### src/rtl/ebg_params.svh
// Purpose: constants of the external bus grant handshake
// Assumes: processor cycle equals one sys_clk_in period
// Notes: definitions only
`ifndef EBG_PARAMS_SVH
`define EBG_PARAMS_SVH
`define EBG_CLK_NS 50
`define EBG_PROC_PER_IN 2
`define EBG_LOCK_IN_CYCLES 2000
`define EBG_RESET_MIN_CYCLES 5
`define EBG_SEL_W 5
`define EBG_SYNC_STAGES 2
`endif

### src/rtl/ebg_pkg.sv
// Purpose: types of the external bus grant handshake
// Assumes: nothing
// Notes: grant state machine states
package ebg_pkg;
    typedef enum logic [1:0] {
        EBG_OWN,
        EBG_RELEASE,
        EBG_GRANTED,
        EBG_RETURN
    } ebg_state_e;
endpackage : ebg_pkg

### src/rtl/ebg_sync.sv
// Purpose: two flip-flop synchroniser for asynchronous pins
// Assumes: inputs are levels
// Notes: first stage is read only by the second
`timescale 1ns/1ps
`default_nettype none
module ebg_sync #(
    parameter int WIDTH = 1,
    parameter logic [WIDTH-1:0] INIT = '0
) (
    input wire logic sys_clk_in,
    input wire logic resetn_in,
    input wire logic [WIDTH-1:0] async_in,
    output logic [WIDTH-1:0] sync_out
);
    logic [WIDTH-1:0] meta;

    // meta stage feeds only the output stage
    always_ff @(posedge sys_clk_in or negedge resetn_in) begin
        if (!resetn_in) begin
            meta <= INIT;
            sync_out <= INIT;
        end else begin
            meta <= async_in;
            sync_out <= meta;
        end
    end
endmodule : ebg_sync
`default_nettype wire

### src/rtl/ebg_grant.sv
// Purpose: hands the external memory bus to an outside master
// Assumes: sys_clk_in is the processor clock, the doubled input clock, 20 MHz
// Notes: strobes are released a full cycle before grant and regained a cycle after
`timescale 1ns/1ps
`default_nettype none
`include "ebg_params.svh"

// Contract
// - One processor cycle lasts half an input clock period, so input rises come every two cycles.
// - The clock multiplier reaches lock within 2000 stable input clock cycles.
// - The bus request pin is asynchronous and is synchronised before use.
// - A request is recognised in the current cycle when timing is met, else in the next; here the two synchroniser stages delay it by two more cycles.
// - All selects and read and write strobes float before the grant goes low.
// - Selects and strobes are driven again only after the grant has returned high.
// - While granted and the core needs the bus, the hung-grant indicator is low.
// - Selects and strobes already float before the hung-grant indicator goes low.
// - Selects and strobes are re-enabled only after the hung-grant indicator is high again.
module ebg_grant
    import ebg_pkg::*;
#(
    parameter int LOCK_CYCLES = `EBG_LOCK_IN_CYCLES,
    parameter int RESET_MIN = `EBG_RESET_MIN_CYCLES
) (
    input wire logic sys_clk_in,
    input wire logic resetn_in,
    input wire logic input_clock_pin_in,
    input wire logic reset_pin_n_in,
    input wire logic bus_request_n_in,
    input wire logic core_needs_bus_in,
    input wire logic [`EBG_SEL_W-1:0] core_selects_n_in,
    input wire logic core_rd_n_in,
    input wire logic core_wr_n_in,
    output logic [`EBG_SEL_W-1:0] memory_space_selects_out,
    output logic rd_n_out,
    output logic wr_n_out,
    output logic strobe_oe_out,
    output logic bus_grant_n_out,
    output logic grant_hung_n_out,
    output logic clock_locked_out,
    output logic in_reset_out
);
    // ****************************************
    // pin synchronisation
    // ****************************************
    logic [2:0] pins_sync;

    // all three pins are asynchronous to the processor clock
    ebg_sync #(.WIDTH(3), .INIT(3'h6)) ebg_sync_i (
        .sys_clk_in(sys_clk_in),
        .resetn_in(resetn_in),
        .async_in({reset_pin_n_in, bus_request_n_in, input_clock_pin_in}),
        .sync_out(pins_sync)
    );

    wire pin_clk_s = pins_sync[0];
    wire req_s = ~pins_sync[1];
    wire rst_pin_low = ~pins_sync[2];

    // ****************************************
    // clock ratio and lock
    // ****************************************
    logic pin_clk_d;
    logic [1:0] period_cnt;
    logic [11:0] lock_cnt;
    wire pin_clk_rise = pin_clk_s & ~pin_clk_d;
    // an input rise must follow the last by exactly two processor cycles
    wire ratio_ok = (period_cnt == 2'(`EBG_PROC_PER_IN));
    wire lock_done = (lock_cnt == 12'(LOCK_CYCLES));
    wire [1:0] next_period = (period_cnt == 2'h3) ? 2'h3 : period_cnt + 2'h1;

    // count processor cycles per input period; a bad period restarts lock
    always_ff @(posedge sys_clk_in or negedge resetn_in) begin
        if (!resetn_in) begin
            pin_clk_d <= 1'b0;
            period_cnt <= 2'h0;
            lock_cnt <= 12'h000;
        end else begin
            pin_clk_d <= pin_clk_s;
            period_cnt <= pin_clk_rise ? 2'h1 : next_period;
            if (pin_clk_rise && !ratio_ok)
                lock_cnt <= 12'h000;
            else if (pin_clk_rise && !lock_done)
                lock_cnt <= lock_cnt + 12'h001;
        end
    end

    // lock flag rises once the count of good input cycles is reached
    always_ff @(posedge sys_clk_in or negedge resetn_in) begin
        if (!resetn_in) begin
            clock_locked_out <= 1'b0;
        end else begin
            clock_locked_out <= lock_done;
        end
    end

    // ****************************************
    // reset pin qualification
    // ****************************************
    logic [2:0] low_cnt;
    wire reset_valid = (low_cnt == 3'(RESET_MIN));

    // shorter low pulses are treated as glitches, not resets
    always_ff @(posedge sys_clk_in or negedge resetn_in) begin
        if (!resetn_in) begin
            low_cnt <= 3'h0;
            in_reset_out <= 1'b0;
        end else begin
            if (!rst_pin_low)
                low_cnt <= 3'h0;
            else if (!reset_valid)
                low_cnt <= low_cnt + 3'h1;
            if (reset_valid)
                in_reset_out <= 1'b1;
            else if (!rst_pin_low)
                in_reset_out <= 1'b0;
        end
    end

    // ****************************************
    // grant state machine
    // ****************************************
    ebg_state_e state;
    ebg_state_e next_state;
    wire halt = in_reset_out | ~clock_locked_out;

    // release to grant and ungrant to re-enable one cycle apart; the grant holds until the request drops
    always_comb begin
        next_state = state;
        unique case (state)
            EBG_OWN: if (req_s && !halt) next_state = EBG_RELEASE;
            EBG_RELEASE: next_state = req_s ? EBG_GRANTED : EBG_RETURN;
            EBG_GRANTED: if (!req_s) next_state = EBG_RETURN;
            EBG_RETURN: next_state = EBG_OWN;
        endcase
    end

    always_ff @(posedge sys_clk_in or negedge resetn_in) begin
        if (!resetn_in) begin
            state <= EBG_OWN;
        end else begin
            state <= next_state;
        end
    end

    // ****************************************
    // pin drivers
    // ****************************************
    // oe, grant and hung-grant registered from the next state so they change on the same edge as the state
    wire next_oe = (next_state == EBG_OWN) && !in_reset_out;
    wire next_grant_n = (next_state != EBG_GRANTED);
    wire next_hung_n = !((next_state == EBG_GRANTED) && core_needs_bus_in);

    always_ff @(posedge sys_clk_in or negedge resetn_in) begin
        if (!resetn_in) begin
            strobe_oe_out <= 1'b0;
            bus_grant_n_out <= 1'b1;
            grant_hung_n_out <= 1'b1;
        end else begin
            strobe_oe_out <= next_oe;
            bus_grant_n_out <= next_grant_n;
            grant_hung_n_out <= next_hung_n;
        end
    end

    // strobe values park inactive high while not driven
    always_ff @(posedge sys_clk_in or negedge resetn_in) begin
        if (!resetn_in) begin
            memory_space_selects_out <= '1;
            rd_n_out <= 1'b1;
            wr_n_out <= 1'b1;
        end else begin
            memory_space_selects_out <= next_oe ? core_selects_n_in : '1;
            rd_n_out <= next_oe ? core_rd_n_in : 1'b1;
            wr_n_out <= next_oe ? core_wr_n_in : 1'b1;
        end
    end

    // ****************************************
    // assertions
    // ****************************************
    ratio_check_a: assert property (@(posedge sys_clk_in) disable iff (!resetn_in)
        pin_clk_rise && !ratio_ok |=> lock_cnt == 12'h000)
        else $error("lock not restarted after bad input period");
    lock_count_a: assert property (@(posedge sys_clk_in) disable iff (!resetn_in)
        lock_done |=> clock_locked_out)
        else $error("lock flag late");
    req_sync_a: assert property (@(posedge sys_clk_in) disable iff (!resetn_in)
        state == EBG_OWN && $rose(req_s) && !halt |=> state == EBG_RELEASE)
        else $error("request not taken");
    req_latency_a: assert property (@(posedge sys_clk_in) disable iff (!resetn_in)
        state == EBG_OWN && req_s && !halt |=> ##1 !bus_grant_n_out || !req_s)
        else $error("grant not given two cycles after request");
    float_first_a: assert property (@(posedge sys_clk_in) disable iff (!resetn_in)
        $fell(bus_grant_n_out) |-> !strobe_oe_out && $past(!strobe_oe_out))
        else $error("grant before strobes floated");
    drive_after_a: assert property (@(posedge sys_clk_in) disable iff (!resetn_in)
        $rose(strobe_oe_out) |-> bus_grant_n_out && $past(bus_grant_n_out))
        else $error("strobes driven before grant high");
    hung_grant_a: assert property (@(posedge sys_clk_in) disable iff (!resetn_in)
        !grant_hung_n_out |-> !bus_grant_n_out)
        else $error("hung indicator without grant");
    hung_float_a: assert property (@(posedge sys_clk_in) disable iff (!resetn_in)
        $fell(grant_hung_n_out) |-> !strobe_oe_out && $past(!strobe_oe_out))
        else $error("hung indicator before strobes floated");
    hung_release_a: assert property (@(posedge sys_clk_in) disable iff (!resetn_in)
        $rose(strobe_oe_out) |-> $past(grant_hung_n_out))
        else $error("strobes driven before hung indicator high");
    grant_hold_a: assert property (@(posedge sys_clk_in) disable iff (!resetn_in)
        !bus_grant_n_out && !req_s |=> bus_grant_n_out ##1 strobe_oe_out || in_reset_out)
        else $error("grant not dropped and bus not regained");
    // the strobes stay floated for the whole borrow, not only around its edges
    grant_float_a: assert property (@(posedge sys_clk_in) disable iff (!resetn_in)
        !bus_grant_n_out |-> !strobe_oe_out)
        else $error("strobes driven while bus granted away");
    hung_need_a: assert property (@(posedge sys_clk_in) disable iff (!resetn_in)
        grant_hung_n_out == !(!bus_grant_n_out && $past(core_needs_bus_in)))
        else $error("hung indicator does not follow core bus need");
    // a pending request waits out reset and lock, so no borrow starts while halted
    refuse_halt_a: assert property (@(posedge sys_clk_in) disable iff (!resetn_in)
        halt && state == EBG_OWN |=> state == EBG_OWN)
        else $error("request taken while halted");
endmodule : ebg_grant
`default_nettype wire

### config.mk
export PLATFORM = sky130hd
export DESIGN_NAME = ebg_grant
export DESIGN_NICKNAME = d
export VERILOG_FILES = /design/src/rtl/ebg_pkg.sv /design/src/rtl/ebg_sync.sv /design/src/rtl/ebg_grant.sv
export VERILOG_INCLUDE_DIRS = /design/src /design/src/rtl
export SDC_FILE = /design/constraint.sdc
export NUM_CORES = 1
export LEC_CHECK = 0
export BUFFER_PORTS_ARGS = -buffer_cell sky130_fd_sc_hd__clkbuf_2
export CORE_MARGIN = 2
export CORE_UTILIZATION = 50
export DETAILED_ROUTE_END_ITERATION = 10
export GPL_ROUTABILITY_DRIVEN = 1
export PLACE_DENSITY = 0.78
export REMOVE_ABC_BUFFERS = 1
export SLEW_MARGIN = 20
export SYNTH_ARGS = -nofsm -noshare
export SYNTH_HDL_FRONTEND = slang
export SYNTH_SLANG_ARGS = --single-unit
### constraint.sdc
create_clock -name sys_clk_in -period 1.55 [get_ports sys_clk_in]
set_input_delay 0.2325 -clock sys_clk_in [delete_from_list [all_inputs] [get_ports sys_clk_in]]
set_output_delay 0.2325 -clock sys_clk_in [all_outputs]
set_load 0.02 [all_outputs]
# ---- After elaboration in Yosys (flattened, before gate mapping)
# Index checks and enable logic that the tools add are counted.
dict set report op_classes {
  n_reduce_logical 14
  addsub 3
  eq_ne 10
  n_bitwise 5
  n_mux 15
}
# operator count
set op_table {}
lappend op_table {{$mux 12} 2}
lappend op_table {{$add 12x1->12 const B} 1}
lappend op_table {{$eq 12x11->1 const B} 1}
lappend op_table {{$eq 2x2->1 const B} 5}
lappend op_table {{$mux 2} 4}
lappend op_table {{$pmux 2 s4} 1}
lappend op_table {{$mux 3} 2}
lappend op_table {{$logic_and 1x1->1} 5}
lappend op_table {{$logic_not 1->1} 5}
lappend op_table {{$mux 1} 5}
lappend op_table {{$mux 5} 1}
lappend op_table {{$logic_not 2->1} 2}
lappend op_table {{$reduce_bool 2->1} 2}
lappend op_table {{$add 3x1->3 const B} 1}
lappend op_table {{$eq 3x3->1 const B} 1}
lappend op_table {{$not 1->1} 3}
lappend op_table {{$add 2x1->2 const B} 1}
lappend op_table {{$eq 2x1->1 const B} 1}
lappend op_table {{$ne 2x1->1 const B} 1}
lappend op_table {{$ne 2x2->1 const B} 1}
lappend op_table {{$and 1x1->1} 1}
lappend op_table {{$or 1x1->1} 1}
dict set report totals {
  word_cells 62
  output_inout_bits 12
  in_bits 13
  regBits 38
}

# ---- Depth between registers and ports, before layout
dict set report logic_depth {
  depth_word 9
  ltp_mapped 6
  ltp_nobuf 5
}

# ---- Cells and area by module
# From an unflattened synthesis, not the netlist that was laid out.
dict set report unflattened {
  cells_unflattened 136
  area_unflattened_um2 1607.8
}
# mod seq_area_each_um2 area_each_um2 cells_per_inst instances
set by_module_without_submodules {}
lappend by_module_without_submodules {ebg_grant 812.0 1452.6 130 1}
lappend by_module_without_submodules {ebg_sync 155.1 155.1 6 1}

# ---- Least setup slack after synthesis
# No wires, ideal clock.
dict set report synth_path {
  kind {register to register}
  startpoint {reg state[0]}
  endpoint {reg strobe_oe_out}
  synth_period_minus_slack_ns 1.454
  setup_slack_ns 0.096
  arrival_time_ns 1.387
  path_buffers 1
  path_stages_with_launch 6
  required_time_ns 1.483
  setup_time_ns 0.067
  cell_sequence {dfrtp_1 inv_1 ha_1 or2_2 clkbuf_1 and3b_1}
}
dict set report synth_between {
  elab_chain_cells 4
  elab_cells_between_ends 9
  cone_classes {eq/ne (3); mux (3); reduce/logical (3)}
}
# element line
set synth_lines {}
lappend synth_lines {{from (decl)} ebg_grant.sv:122} ;# ebg_state_e state;
lappend synth_lines {{from (signal assigned)} ebg_grant.sv:141} ;# state <= next_state;
lappend synth_lines {{$eq 2x2->1 (tied with other cells)} ebg_grant.sv:129} ;# unique case (state)
lappend synth_lines {{$pmux 2 s4 (*)} ebg_grant.sv:129}
lappend synth_lines {{via next_state[1]} ebg_grant.sv:123} ;# ebg_state_e next_state;
lappend synth_lines {{$logic_not 2->1 (*)} ebg_grant.sv:149} ;# wire next_oe = (next_state == EBG_OWN) && !in_reset_out;
lappend synth_lines {{$logic_and 1x1->1 (*)} ebg_grant.sv:149}
lappend synth_lines {{via next_oe} ebg_grant.sv:149}
lappend synth_lines {{to (signal assigned)} ebg_grant.sv:159} ;# strobe_oe_out <= next_oe;
lappend synth_lines {{to (decl)} ebg_grant.sv:36} ;# output logic strobe_oe_out,
# The timed path passes the listed nets; every way through them passes the cells marked *.
# A chain may end at the register's enable or synchronous reset.

# ---- Final worst setup path
dict set report layout_path {
  startpoint {reg lock_cnt[0]}
  endpoint {reg lock_cnt[1]}
}
dict set report layout_between {
  elab_chain_cells 4
  elab_cells_between_ends 7
  cone_classes {add/sub (1); eq/ne (1); mux (2); reduce/logical (3)}
}
# element line
set layout_lines {}
lappend layout_lines {{from (decl)} ebg_grant.sv:64} ;# logic [11:0] lock_cnt;
lappend layout_lines {{from (signal assigned)} ebg_grant.sv:83} ;# lock_cnt <= lock_cnt + 12'h001;
lappend layout_lines {{branches (longest 4 deep; another with $add 12x1->12)} -}
# Parallel ways; which one is timed is not known. The select of a mux whose other input is x is not followed.

==> results.toml <==
[clock_network]
htree_levels = 2
cts.sinks = 38
cts_tree = "yes"
clock_latency_ns = 0.35
clk_pin_slew_ns = 0.11
clock_path_buffers = 2
cts_buffers = 5
root_buffer = "clkbuf_4"

[setup_path]
worstReg2RegStart = "lock_cnt[0]$_DFFE_PN0P_"
critPathLaunchType = "flip-flop"
worstSetupPathType = "flip-flop to flip-flop"
crit_arrival_ns = 1.77
r2r_setup_slack_ns = 0.05
timing.rr.end = "lock_cnt[1]$_DFFE_PN0P_"
worstPathMaxFanout = 4
r2r_cells = 5
worstSetupEndpointType = "flip-flop"
cp.required_ns = 1.82

[timing]
period_share = 0.967
setup_viol = 0
maxSlewHeadroom = 0.694
fin_crit_ns = 1.50
finalWorstSetupSlack_ns = 0.0513
worstMarginPinSlew_ns = 0.459
finalMaxSlewViolations = 0
hold_viol_final = 0
fmax_mhz = 667
fin_setup_tns_ns = 0
finClkSkew_ns = 0.00973
rsz0062_at_grt = "true"

[detailed_routing]
firstDrtPassIters = 5
dr_total_vias = 1260
wire_per_inst_um = 14.3
routed_wl_mm = 3.38
ant_nets = 0
drc = 0
viasPerCell = 5.32
drtIter0Drc = 74

[die]
die-width_um = 62.4
start_util = 0.516
die_area_mm2 = 0.00390
ios = 25
core_region_area_mm2 = 0.00331
fp.dieH_um = 62.4
placementRows = 21

[yosys]
muxShareOfSynthArea = 0.0293
yosysSeqAreaShare = 0.566
synth_largest_area_cell = "dfrtp_1"
synth_cell_types = 38
synth_top_family_by_area = "simple AND/OR/NAND/NOR gates"
synth-simple-area-share = 0.216
synth_top_area_frac = 0.366
netlist_instances = 153
syn-mean-instance-area_um2 = 11.2
synth_xor_area_frac = 0.00513
synth_seq_cells = 38
ys_top_cells_by_area = "dfrtp_1 37%, dfstp_2 20%, ha_1 5.1%"
yosysWarnings = 0
netlist_area_mm2 = 0.00171
synth_compound_area_frac = 0.105
synth_fa_ha_area_frac = 0.0513

[global_route]
grt_usage = 0.198
grt_pass1_wl_mm = 6.08
grt_max_degree = 39
antenna_found_initial = 0
first_global_vias = 1400
grt.overflow.total = 0

[place]
dp_slack_ns = 0.0316
dpl.hpwl_mm = 2.29
routabilityCongestion = 0.865
portBuffers = 24
postPlaceCellArea_mm2 = 0.00190

[power_and_ir_drop]
ir_drop_uv = 452
p_sw_uw = 445
switching_share = 0.250
internal_power_uw = 1340
leakagePower_uw = 0.000906
clock_power_share = 0.301
power.share.sequential = 0.604
p_comb_frac = 0.095
power.density_mw_per_mm2 = 876

[final_layout]
drive_above_1_share = 0.325
final_area_mm2 = 0.00203
final_net_count = 210
layout_common_cells = "24 x dfrtp_1, 24 x clkbuf_2, 14 x nor2_1, 13 x dfstp_2, 12 x o21ai_0"
syn2layout_area_growth_pct = 19.1
num_antenna_cells = 0
fillers = 291

[flow_run]
cap_violations = 0

[min_path]
min-delay-start = "core_needs_bus_in"
hp-class = "input port to flip-flop"
hold-path-cell-count = 2
whs_endpoint = "grant_hung_n_out$_DFF_PN1_"

[outcome]
status = "finished, final reports clean"
## critical path, cell delays in order, from the launching register on
cell and delay [ns]:
dfrtp_2 0.46, inv_1 0.10, ha_1 0.16, nand4bb_1 0.18, nor3_2 0.31, mux2i_1 0.22
## flip-flops by register name, summed over array words and instances, names as in the netlist
signal / cells
grant_hung_n_out: 1
memory_space_selects_out: 5
ebg_sync_i.sync_out: 3
clock_locked_out: 1
period_cnt: 2
in_reset_out: 1
rd_n_out: 1
strobe_oe_out: 1
ebg_sync_i.meta: 3
pin_clk_d: 1
wr_n_out: 1
low_cnt: 3
lock_cnt: 12
state: 2
bus_grant_n_out: 1
## cell families after synthesis
logic type | Yosys count
AND/OR/NAND/NOR | 62
flip-flops | 38
AO/OA/AOI/OAI | 28
buffers and inverters | 12
adder cells (fa/ha/maj) | 7
multiplexers | 5
XOR/XNOR | 1
## Yosys cell counts
cell       instances
nor3b_1            2
o2bb2ai_1          1
o41ai_2            1
or2b_1             1
nand2_1            7
nand4bb_1          1
o21ai_0           12
nor3_1             2
a21oi_2            1
o41ai_1            1
and3b_1            1
dfrtp_1           25
nor2_1            14
inv_1              8
a21o_1             4
nand3b_1           2
clkbuf_1           4
or3b_4             1
nor4_1             4
nand4b_4           1
mux2i_1            5
or3_1              5
nand4_1            3
xnor2_1            1
nand2b_1           1
dfstp_2           13
nor2_2             1
nand3_1           10
or2_2              1
ha_1               7
a22oi_1            1
nor4bb_1           1
a21oi_1            5
o31ai_1            1
a211oi_1           1
nor3_2             1
nor2b_1            2
or4_4              1
## through the flow
| step | hold WS (ns) | power, uW | instances | utilization |
|---|---|---|---|---|
| global route | 0.0492 | 1880 | 237 | 0.615 |
| finish | 0.0675 | 1780 | 237 | 0.615 |
| global placement | 0.298 | 1250 | 223 | 0.574 |
| detailed placement | 0.305 | 1260 | 223 | 0.574 |
| CTS | 0.0509 | 1810 | 235 | 0.604 |
| floorplan | -0.0631 | 1180 | 149 | - |
## final cells by class
type                            instances  area (um2)  share of cell area
Tap cell                               46        57.6              0.0283
Sequential cell                        38         968               0.476
Clock inverter                          1        5.00             0.00246
Clock buffer                            7        55.1              0.0271
Inverter                                8        30.0              0.0148
Timing Repair Buffer                   34         205               0.101
Multi-Input combinational cell        103         713               0.351
## worst max-delay path by stage
| stage | start | end | slack [ns] | cells after the start |
|---|---|---|---|---|
| CTS | lock_cnt[0]$_DFFE_PN0P_ | lock_cnt[10]$_DFFE_PN0P_ | 0.02 | 4 |
| finish | lock_cnt[0]$_DFFE_PN0P_ | lock_cnt[1]$_DFFE_PN0P_ | 0.05 | 5 |
| detailed placement | lock_cnt[0]$_DFFE_PN0P_ | lock_cnt[10]$_DFFE_PN0P_ | 0.03 | 4 |
| global route | lock_cnt[0]$_DFFE_PN0P_ | lock_cnt[1]$_DFFE_PN0P_ | -0.03 | 5 |
| floorplan | clock_locked_out$_DFF_PN0_ | strobe_oe_out$_DFF_PN0_ | 0.06 | 3 |
| global placement | state[0]$_DFF_PN0_ | memory_space_selects_out[0]$_DFF_PN1_ | 0.12 | 6 |
## per-layer routing
layer / share of wire / track usage / vias to the layer above
met5: 0 / 0 / -
met4: 0.017 / 0.106 / 0
met3: 0.040 / 0.0559 / 5
met2: 0.51 / 0.324 / 31
met1: 0.43 / 0.239 / 606
li1: - / - / 618
## power groups by stage
stage          clock (uW)  sequential (uW)  combinational (uW)
2_1_floorplan           0             1110                71.0
3_3_place_gp            0             1090                 155
3_5_place_dp            0             1100                 163
4_1_cts               556             1080                 173
5_1_grt               599             1090                 191
6_report              536             1080                 169
## repair_timing
item	CTS	global route
hold buffers	4	0
hold endpoints to repair	28	0
endpoints found under the setup margin	0	13
buffers inserted	0	2
gates resized for setup	0	4
(Power assumes the default switching activity.)
